==> src/logic/daq_defines.vh <==
`ifndef DAQ_DEFINES_VH
`define DAQ_DEFINES_VH

// Register offsets within the 32-address block (address lines A4..A0).
`define OFF_GAIN_LOW 5'h04
`define OFF_GAIN_HIGH 5'h05
`define OFF_IRQ_ENABLE 5'h06
`define OFF_IRQ_STATUS 5'h07
`define OFF_CTR0_DIV_B0 5'h0c
`define OFF_CTR0_DIV_B1 5'h0d
`define OFF_CTR_CONTROL 5'h0e
`define OFF_CTR2_DIV_B0 5'h10
`define OFF_CTR2_DIV_B1 5'h11
`define OFF_CTR2_DIV_B2 5'h12
`define OFF_CTR2_DIV_B3 5'h13
`define OFF_CAL_SHIFT 5'h18
`define OFF_CAL_LATCH 5'h19

// Field positions.
`define IRQ_HALF_FULL_BIT 0
`define IRQ_END_SCAN_BIT 1
`define CTR0_RUN_BIT 0
`define CTR2_RUN_BIT 1
`define CAL_DATA_BIT 0

// Reset values.
`define GAIN_RESET 8'h00
`define IRQ_ENABLE_RESET 2'h0
`define CTR_CONTROL_RESET 2'h0
`define CTR0_DIV_RESET 16'h0000
`define CTR2_DIV_RESET 32'h00000000
`define CAL_POT_CENTER 8'h80
`define READ_IDLE 8'h00

// Timing: the counter clock is derived from the system clock.
`define CLK_HZ 50000000
`define CNT_CLK_HZ 10000000
`define CNT_TICK_CYCLES (`CLK_HZ / `CNT_CLK_HZ)

`endif

==> src/logic/daq_gain_counter_irq_config.v <==
`timescale 1ns/1ps
`default_nettype none
`include "daq_defines.vh"

module daq_gain_counter_irq_config (
  input wire clk_in,
  input wire rstn_in,
  input wire board_sel_in,
  input wire [4:0] addr_in,
  input wire ior_n_in,
  input wire iow_n_in,
  input wire [7:0] data_in,
  output reg [7:0] data_out,
  output reg data_oe_n_out,
  input wire fifo_half_full_in,
  input wire scan_done_in,
  input wire [3:0] channel_in,
  input wire counter_timed_in,
  output reg [1:0] gain_out,
  output reg irq_out,
  output reg freq0_out,
  output reg freq2_out,
  output reg [31:0] cal_pot_out
);

  // Last tick-counter value before the counter clock enable fires.
  // The full-width span is cut to the counter's three bits on purpose.
  localparam [31:0] TICK_SPAN = `CNT_TICK_CYCLES - 1;
  localparam [2:0] TICK_LAST = TICK_SPAN[2:0];

  // Gain codes for stored channels 0-7, two bits each.
  reg [7:0] gain_low;
  reg [7:0] gain_high;
  // Interrupt source enables.
  reg [1:0] irq_enable;
  // Sticky pending flags, one per interrupt source.
  reg [1:0] irq_pending;
  // Previous FIFO half-full level, for edge detection.
  reg half_full_prev;
  // Counter run controls.
  reg [1:0] ctr_control;
  // Counter divisors.
  reg [15:0] ctr0_div;
  reg [31:0] ctr2_div;
  // Previous write strobe, for finding the start of a write.
  reg iow_prev;
  // Counter clock enable generation.
  reg [2:0] tick_count;
  reg tick;
  // Next values of the read path.
  reg [7:0] next_data;
  // Divider and loader outputs before the output flops.
  wire wave0;
  wire wave2;
  wire [7:0] cal_shift;
  wire [31:0] cal_wipers;

  // One write per falling edge of the write strobe while selected.
  wire write_go = board_sel_in && !iow_n_in && iow_prev;
  // Helper: is this write aimed at the given offset.
  function wr_at;
    input [4:0] off;
    begin
      wr_at = write_go && (addr_in == off);
    end
  endfunction

  // Helper: pick the two-bit gain code of a stored channel.
  function [1:0] pick_gain;
    input [7:0] low;
    input [7:0] high;
    input [2:0] ch;
    begin
      if (ch[2])
        pick_gain = high[ch[1:0]*2 +: 2];
      else
        pick_gain = low[ch[1:0]*2 +: 2];
    end
  endfunction

  // Tracks the write strobe so a long strobe yields one write.
  always @(posedge clk_in or negedge rstn_in)
  begin
    if (!rstn_in)
      iow_prev <= 1'b1;
    else
      iow_prev <= iow_n_in;
  end

  // Gain code stores, cleared on reset so every channel starts at gain one.
  always @(posedge clk_in or negedge rstn_in)
  begin
    if (!rstn_in)
    begin
      gain_low <= `GAIN_RESET;
      gain_high <= `GAIN_RESET;
    end
    else
    begin
      // Lower four channels.
      if (wr_at(`OFF_GAIN_LOW))
        gain_low <= data_in;
      // Upper four stored channels.
      if (wr_at(`OFF_GAIN_HIGH))
        gain_high <= data_in;
    end
  end

  // Applies the current channel's code; the top channel bit is ignored,
  // so channels 8-F share the stores of 0-7.
  always @(posedge clk_in or negedge rstn_in)
  begin
    if (!rstn_in)
      gain_out <= 2'b00;
    else
      gain_out <= pick_gain(gain_low, gain_high,
        channel_in[2:0]);
  end

  // Interrupt enables, both off after reset.
  always @(posedge clk_in or negedge rstn_in)
  begin
    if (!rstn_in)
      irq_enable <= `IRQ_ENABLE_RESET;
    else if (wr_at(`OFF_IRQ_ENABLE))
      irq_enable <= data_in[1:0];
  end

  // Sticky pending flags: a one written to a status bit clears it,
  // but an event in the same cycle wins so that none is lost.
  always @(posedge clk_in or negedge rstn_in)
  begin
    if (!rstn_in)
    begin
      irq_pending <= 2'b00;
      half_full_prev <= 1'b0;
    end
    else
    begin
      half_full_prev <= fifo_half_full_in;
      // FIFO half-full source: set on the rising edge of the level.
      if (irq_enable[`IRQ_HALF_FULL_BIT] && fifo_half_full_in &&
          !half_full_prev)
        irq_pending[`IRQ_HALF_FULL_BIT] <= 1'b1;
      else if (wr_at(`OFF_IRQ_STATUS) && data_in[`IRQ_HALF_FULL_BIT])
        irq_pending[`IRQ_HALF_FULL_BIT] <= 1'b0;
      // End-of-scan source: set by the scan-complete pulse.
      if (irq_enable[`IRQ_END_SCAN_BIT] && scan_done_in)
        irq_pending[`IRQ_END_SCAN_BIT] <= 1'b1;
      else if (wr_at(`OFF_IRQ_STATUS) && data_in[`IRQ_END_SCAN_BIT])
        irq_pending[`IRQ_END_SCAN_BIT] <= 1'b0;
    end
  end

  // Interrupt request line follows any pending flag.
  always @(posedge clk_in or negedge rstn_in)
  begin
    if (!rstn_in)
      irq_out <= 1'b0;
    else
      irq_out <= |irq_pending;
  end

  // Counter control and divisor registers.
  always @(posedge clk_in or negedge rstn_in)
  begin
    if (!rstn_in)
    begin
      ctr_control <= `CTR_CONTROL_RESET;
      ctr0_div <= `CTR0_DIV_RESET;
      ctr2_div <= `CTR2_DIV_RESET;
    end
    else
    begin
      // Run bits for the two counters.
      if (wr_at(`OFF_CTR_CONTROL))
        ctr_control <= data_in[1:0];
      // Sixteen-bit divisor, low byte first.
      if (wr_at(`OFF_CTR0_DIV_B0))
        ctr0_div[7:0] <= data_in;
      if (wr_at(`OFF_CTR0_DIV_B1))
        ctr0_div[15:8] <= data_in;
      // Thirty-two-bit divisor, one byte per offset.
      if (wr_at(`OFF_CTR2_DIV_B0))
        ctr2_div[7:0] <= data_in;
      if (wr_at(`OFF_CTR2_DIV_B1))
        ctr2_div[15:8] <= data_in;
      if (wr_at(`OFF_CTR2_DIV_B2))
        ctr2_div[23:16] <= data_in;
      if (wr_at(`OFF_CTR2_DIV_B3))
        ctr2_div[31:24] <= data_in;
    end
  end

  // Makes the 10MHz counter clock as a one-cycle enable.
  always @(posedge clk_in or negedge rstn_in)
  begin
    if (!rstn_in)
    begin
      tick_count <= 3'h0;
      tick <= 1'b0;
    end
    else if (tick_count == TICK_LAST)
    begin
      tick_count <= 3'h0;
      tick <= 1'b1;
    end
    else
    begin
      tick_count <= tick_count + 3'h1;
      tick <= 1'b0;
    end
  end

  // Frequency generator on counter zero.
  freq_divider #(
    .WIDTH(16)
  ) u_ctr0 (
    .clk_in(clk_in),
    .rstn_in(rstn_in),
    .tick_in(tick),
    .enable_in(ctr_control[`CTR0_RUN_BIT]),
    .divisor_in(ctr0_div),
    .wave_out(wave0)
  );

  // Counter two is only free while the A/D is not counter-timed.
  freq_divider #(
    .WIDTH(32)
  ) u_ctr2 (
    .clk_in(clk_in),
    .rstn_in(rstn_in),
    .tick_in(tick),
    .enable_in(ctr_control[`CTR2_RUN_BIT] && !counter_timed_in),
    .divisor_in(ctr2_div),
    .wave_out(wave2)
  );

  // Calibration potentiometer settings arrive one bit per write.
  cal_pot_loader u_cal (
    .clk_in(clk_in),
    .rstn_in(rstn_in),
    .shift_in(wr_at(`OFF_CAL_SHIFT)),
    .bit_in(data_in[`CAL_DATA_BIT]),
    .latch_in(wr_at(`OFF_CAL_LATCH)),
    .index_in(data_in[1:0]),
    .shift_out(cal_shift),
    .wiper_out(cal_wipers)
  );

  // Registers the divider and loader results onto the pins.
  always @(posedge clk_in or negedge rstn_in)
  begin
    if (!rstn_in)
    begin
      freq0_out <= 1'b0;
      freq2_out <= 1'b0;
      cal_pot_out <= {4{`CAL_POT_CENTER}};
    end
    else
    begin
      freq0_out <= wave0;
      freq2_out <= wave2;
      cal_pot_out <= cal_wipers;
    end
  end

  // Read multiplexer; unused addresses in the block read as zero.
  always @*
  begin
    next_data = `READ_IDLE;
    case (addr_in)
      `OFF_GAIN_LOW: next_data = gain_low;
      `OFF_GAIN_HIGH: next_data = gain_high;
      `OFF_IRQ_ENABLE: next_data = {6'h00, irq_enable};
      `OFF_IRQ_STATUS: next_data = {5'h00, fifo_half_full_in, irq_pending};
      `OFF_CTR0_DIV_B0: next_data = ctr0_div[7:0];
      `OFF_CTR0_DIV_B1: next_data = ctr0_div[15:8];
      `OFF_CTR_CONTROL: next_data = {6'h00, ctr_control};
      `OFF_CTR2_DIV_B0: next_data = ctr2_div[7:0];
      `OFF_CTR2_DIV_B1: next_data = ctr2_div[15:8];
      `OFF_CTR2_DIV_B2: next_data = ctr2_div[23:16];
      `OFF_CTR2_DIV_B3: next_data = ctr2_div[31:24];
      `OFF_CAL_SHIFT: next_data = cal_shift;
      default: next_data = `READ_IDLE;
    endcase
  end

  // Drives the data bus one cycle after a selected read strobe.
  always @(posedge clk_in or negedge rstn_in)
  begin
    if (!rstn_in)
    begin
      data_out <= `READ_IDLE;
      data_oe_n_out <= 1'b1;
    end
    else
    begin
      data_out <= next_data;
      data_oe_n_out <= !(board_sel_in && !ior_n_in);
    end
  end

endmodule

`default_nettype wire

==> src/logic/freq_divider.v <==
`timescale 1ns/1ps
`default_nettype none

// Divides the counter tick rate by a programmed divisor n (n >= 2).
module freq_divider #(
  parameter WIDTH = 16
) (
  input wire clk_in,
  input wire rstn_in,
  input wire tick_in,
  input wire enable_in,
  input wire [WIDTH-1:0] divisor_in,
  output reg wave_out
);

  // Down counter over one output period.
  reg [WIDTH-1:0] count;
  // A divisor of zero or one is not a legal setting.
  wire legal = (divisor_in > {{(WIDTH-1){1'b0}}, 1'b1});

  // The output is high for the upper half of each period of n ticks.
  always @(posedge clk_in or negedge rstn_in)
  begin
    if (!rstn_in)
    begin
      count <= {WIDTH{1'b0}};
      wave_out <= 1'b0;
    end
    else if (!enable_in || !legal)
    begin
      // Stopped or illegal divisor: hold the output low.
      count <= {WIDTH{1'b0}};
      wave_out <= 1'b0;
    end
    else if (tick_in)
    begin
      // Reload at the end of a period, otherwise count down.
      if (count == {WIDTH{1'b0}})
        count <= divisor_in - {{(WIDTH-1){1'b0}}, 1'b1};
      else
        count <= count - {{(WIDTH-1){1'b0}}, 1'b1};
      wave_out <= (count >= (divisor_in >> 1));
    end
  end

endmodule

`default_nettype wire

==> src/logic/cal_pot_loader.v <==
`timescale 1ns/1ps
`default_nettype none
`include "daq_defines.vh"

// Bit-serial loader for four calibration potentiometer settings.
module cal_pot_loader (
  input wire clk_in,
  input wire rstn_in,
  input wire shift_in,
  input wire bit_in,
  input wire latch_in,
  input wire [1:0] index_in,
  output reg [7:0] shift_out,
  output reg [31:0] wiper_out
);

  // Shift in one bit per host write, most significant bit first.
  always @(posedge clk_in or negedge rstn_in)
  begin
    if (!rstn_in)
      shift_out <= 8'h00;
    else if (shift_in)
      shift_out <= {shift_out[6:0], bit_in};
  end

  // Wipers power up at mid range until a setting is latched.
  always @(posedge clk_in or negedge rstn_in)
  begin
    if (!rstn_in)
      wiper_out <= {4{`CAL_POT_CENTER}};
    else if (latch_in)
      wiper_out[index_in*8 +: 8] <= shift_out;
  end

endmodule

`default_nettype wire

==> config.mk <==
export PLATFORM = sky130hd
export DESIGN_NAME = daq_gain_counter_irq_config
export DESIGN_NICKNAME = d
export VERILOG_FILES = /design/src/logic/daq_gain_counter_irq_config.v /design/src/logic/freq_divider.v /design/src/logic/cal_pot_loader.v
export VERILOG_INCLUDE_DIRS = /design/src /design/src/logic
export SDC_FILE = /design/constraint.sdc
export NUM_CORES = 1
export LEC_CHECK = 0
export BUFFER_PORTS_ARGS = -buffer_cell sky130_fd_sc_hd__clkbuf_2
export CELL_PAD_IN_SITES_DETAIL_PLACEMENT = 0
export CELL_PAD_IN_SITES_GLOBAL_PLACEMENT = 2
export CORE_ASPECT_RATIO = 0.5
export CORE_MARGIN = 2
export CORE_UTILIZATION = 36
export DETAILED_ROUTE_END_ITERATION = 10
export PLACE_DENSITY_LB_ADDON = 0.3
export REMOVE_ABC_BUFFERS = 1
export SYNTH_ARGS = -nofsm -noshare
export SYNTH_HDL_FRONTEND = slang
export SYNTH_SLANG_ARGS = --single-unit
==> constraint.sdc <==
create_clock -name clk_in -period 2.4 [get_ports clk_in]
set_clock_uncertainty 0.1 [all_clocks]
set_input_delay 0.48 -clock clk_in [delete_from_list [all_inputs] [get_ports clk_in]]
set_output_delay 0.48 -clock clk_in [all_outputs]
set_load 0.05 [all_outputs]
==> metrics.csv <==
stage;metric;value;unit
detailed_routing;wire_per_inst;20.2;um
global_routing;globalRouteMet2Util;0.369;
floorplanning;core-area;0.0316;mm2
detailed_routing;vias;10200;
sta;unrepaired_setup_endpoints_after_global_routing;true;
detailed_routing;avgViaCountPerCell;5.44;
floorplanning;die_w;257;um
final_layout;antenna_diode_instance_count;0;
clock_network;cts-htree-levels;1;
synth;total_standard_cell_area_after_synthesis;0.0115;mm2
placement;hpwl_after_detailed_placement;28200;um
final_layout;highest_count_cells_in_the_layout_ignoring_fill_and_taps;dfrtp_1 (201), nand2_1 (173), buf_4 (163);
sta;final-hold-violation-count;0;
detailed_routing;detail_route.wirelength;37900;um
power;power.switching;2.46;mW
detailed_routing;drc;0;
critical_path;crit_path_cell_trace;or4_4 > or4_4 > o41ai_4 > buf_6 > buf_12 > inv_8 > a32o_1;
global_routing;gr-usage-met1;0.327;
floorplanning;design.die.area;0.0336;mm2
placement;dp_cells;1829;
power;total_power;8.62;mW
sta;fin_crit_sh;1.09;
run;drv_cap;0;
sta;max-slew-margin-rel;0.404;
power;power.clock.fraction;0.388;
clock_network;cts_tree;built;
clock_network;cts.path.max_buffers;3;
detailed_routing;first_iter_violations;637;
power;p_comb_frac;0.168;
synth;synth-warning-count;0;
synth;synth_enable_flop_cells;0;
clock_network;clk_transition_reported_paths;0.06;ns
sta;worst_slack;-0.226;ns
final_layout;layout.cells.most_common;dfrtp_1;
power;power.leakage;6.72;nW
power;sw_frac_of_total;0.286;
clock_network;num_cts_buffers;22;
floorplanning;height_of_the_chip;131;um
power;power.ir.vdd_worst;0.454;mV
sta;setup_violations;33;
critical_path;slowest_cell_on_crit_path;or4_4;
power;cellInternalPower;6.16;mW
critical_path;cp.required;2.70;ns
global_routing;antenna_found_initial;0;
synth;postSynth.topFlopCell;dfrtp_1;
final_layout;share_of_cells_above_drive_strength_1;0.277;
global_routing;m3_gr_usage;0.0291;
critical_path;timing.critical_path.arrival;2.93;ns
sta;timing_max_transition_violations_final;0;
critical_path;critical_path_start_type;flop;
critical_path;timing.critical_path.slowest_cell_delay;0.55;ns
critical_path;critPathMostFrequentCell;or4_4;
placement;globalplace.congestion;0.893;
outcome;result_of_the_run;finished with violations;
global_routing;grt_max_degree;75;
final_layout;stdcell_area;0.0147;mm2
sta;worst_hold_slack;0.0168;ns
global_routing;busiest_layer;met2;
sta;tightest_slew;0.894;ns
synth;async_reset_ff_frac;1.00;
outcome;violated_checks;negative setup slack;
synth;netlist-cell-type-count;72;
clock_network;clk_root_buffer_cell;clkbuf_16;
global_routing;overflow;0;
sta;fmax;0.381;GHz
final_layout;nNetsFinal;1520;
final_layout;layout.cells.non_filler;1881;
worst_hold_path;min-delay-path-class;in -> reg;
power;power_density;586;mW/mm2
final_layout;area_delta_synth_final;27.7;%
placement;detailed_place.area;0.0136;mm2
synth;synth_area_per_cell;9.60;um2
critical_path;worst-path-max-fanout;6;
final_layout;final_core_utilization;0.466;
synth;yosysSeqAreaShare;0.461;
clock_network;clock_insertion_delay_worst_skew;0.54;ns
sta;period_minus_slack;2.63;ns
global_routing;grtUsageTotal;0.228;
detailed_routing;drtPass1Iterations;5;
clock_network;cts.sink_count;212;
detailed_routing;drt.antenna.violating_nets;0;
synth;ys_seq_elements;212;
floorplanning;initial_core_util;0.365;
floorplanning;boundaryPins;71;
floorplanning;rows;46;
synth;syn_inst;1202;
critical_path;end_kind;flop;
placement;port_buffers;69;
global_routing;via_count_of_the_first_global_routing_pass;9994;
power;power_frac_seq;0.444;
global_routing;grt_pass1_wl;59100;um
critical_path;startpoint_to_endpoint_class_of_the_critical_path;reg -> reg;
[flip-flops by register name, summed over array words and instances (netlist names), 2 cells and up]
signal           cells
ctr_control          2
u_ctr0.count        16
u_cal.shift_out      8
tick_count           3
ctr2_div            32
gain_low             8
ctr0_div            16
gain_out             2
cal_pot_out         32
irq_enable           2
u_cal.wiper_out     32
irq_pending          2
data_out             8
gain_high            8
u_ctr2.count        32
[what timing repair did]
action / in CTS / in global routing
gates resized for setup: 51 / 18
setup buffers: 4 / 8
endpoints found under the setup margin: 33 / 43
gates cloned: 2 / 0
pin swaps: 21 / 12
hold buffers: 2 / 0
endpoints found under the hold margin: 43 / 0
[layout make-up]
type	instances	area [um2]
clock buffer	34	646
clock inverter	4	36.3
fill	2987	16900
inverter	68	263
multi-input combinational	878	6010
sequential	212	5320
tap	432	541
timing repair buffer	253	1910
[stage by stage]
stage	worst slack (ns)	setup TNS, ns
after floorplan	-1.41	-42.71
after global routing	-0.276	-5.66
after global placement	-0.287	-3.84
final	-0.226	-3.94
after detailed placement	-0.301	-4.33
after CTS	-0.182	-2.78
[worst max-delay path: cells and delay by family, from the launching register on]
kind | cells | cell delay [ns]
buffers and inverters | 3 | 0.34
AO/OA/AOI/OAI | 2 | 0.63
flip-flops | 1 | 0.38
AND/OR/NAND/NOR | 2 | 1.05
[synth_stat cells, types with 14 or more instances]
master / n / area (um2)
nand3_1: 34 / 170
nor3_1: 51 / 255
nor2_1: 59 / 221
mux2i_1: 14 / 140
nor4_1: 28 / 175
ha_1: 60 / 751
dfrtp_1: 202 / 5050
o21ai_0: 116 / 581
xnor2_1: 37 / 324
a21oi_1: 56 / 280
nand2_1: 173 / 649
nand4_1: 14 / 87.6
inv_1: 66 / 248
mux2_2: 49 / 552
clkbuf_1: 34 / 128
[worst paths after layout]
check	startpoint	to	slack, ns	cells after the start
setup reg to reg	ctr2_div[18]	u_ctr2.count[29]	-0.23	7
min in group asynchronous	rstn_in	u_cal.wiper_out[22]	0.35	2
max in group asynchronous	rstn_in	ctr2_div[10]	1.14	3
setup / recovery	ctr2_div[18]	u_ctr2.count[29]	-0.23	7
hold reg to reg	u_cal.wiper_out[23]	cal_pot_out[23]	0.27	0
hold / removal	board_sel_in	data_oe_n_out	0.02	2
[power by group through the flow]
stage / logic, mW / clock network (mW) / registers, mW
final: 1.45 / 3.34 / 3.83
after detailed placement: 1.39 / 0 / 3.89
after CTS: 1.44 / 3.43 / 3.83
after floorplan: 0.615 / 0 / 3.97
after global placement: 1.37 / 0 / 3.89
after global routing: 1.57 / 3.59 / 3.85
[cell families (layout without fill, tap and decap cells)]
logic type / after synthesis / after routing / share of synthesized area
AOI/OAI and AO/OA: 286 / 286 / 0.156
xor gates and xnor gates: 37 / 37 / 0.0281
adders and majority gates: 60 / 60 / 0.0651
buffers and inverters: 112 / 359 / 0.0400
DFF: 212 / 212 / 0.461
muxes: 67 / 67 / 0.0678
and+or+nand+nor: 428 / 428 / 0.182
[per-layer routing]
| metal | part of all wire | vias to the layer above | routed length [um] |
|---|---|---|---|
| li1 | - | 4829 | - |
| met5 | 0 | - | 0 |
| met3 | 0.042 | 56 | 1610 |
| met2 | 0.46 | 270 | 17300 |
| met4 | 0.023 | 0 | 866 |
| met1 | 0.48 | 5070 | 18100 |
No activity file was read; power rests on OpenSTA's default activity.
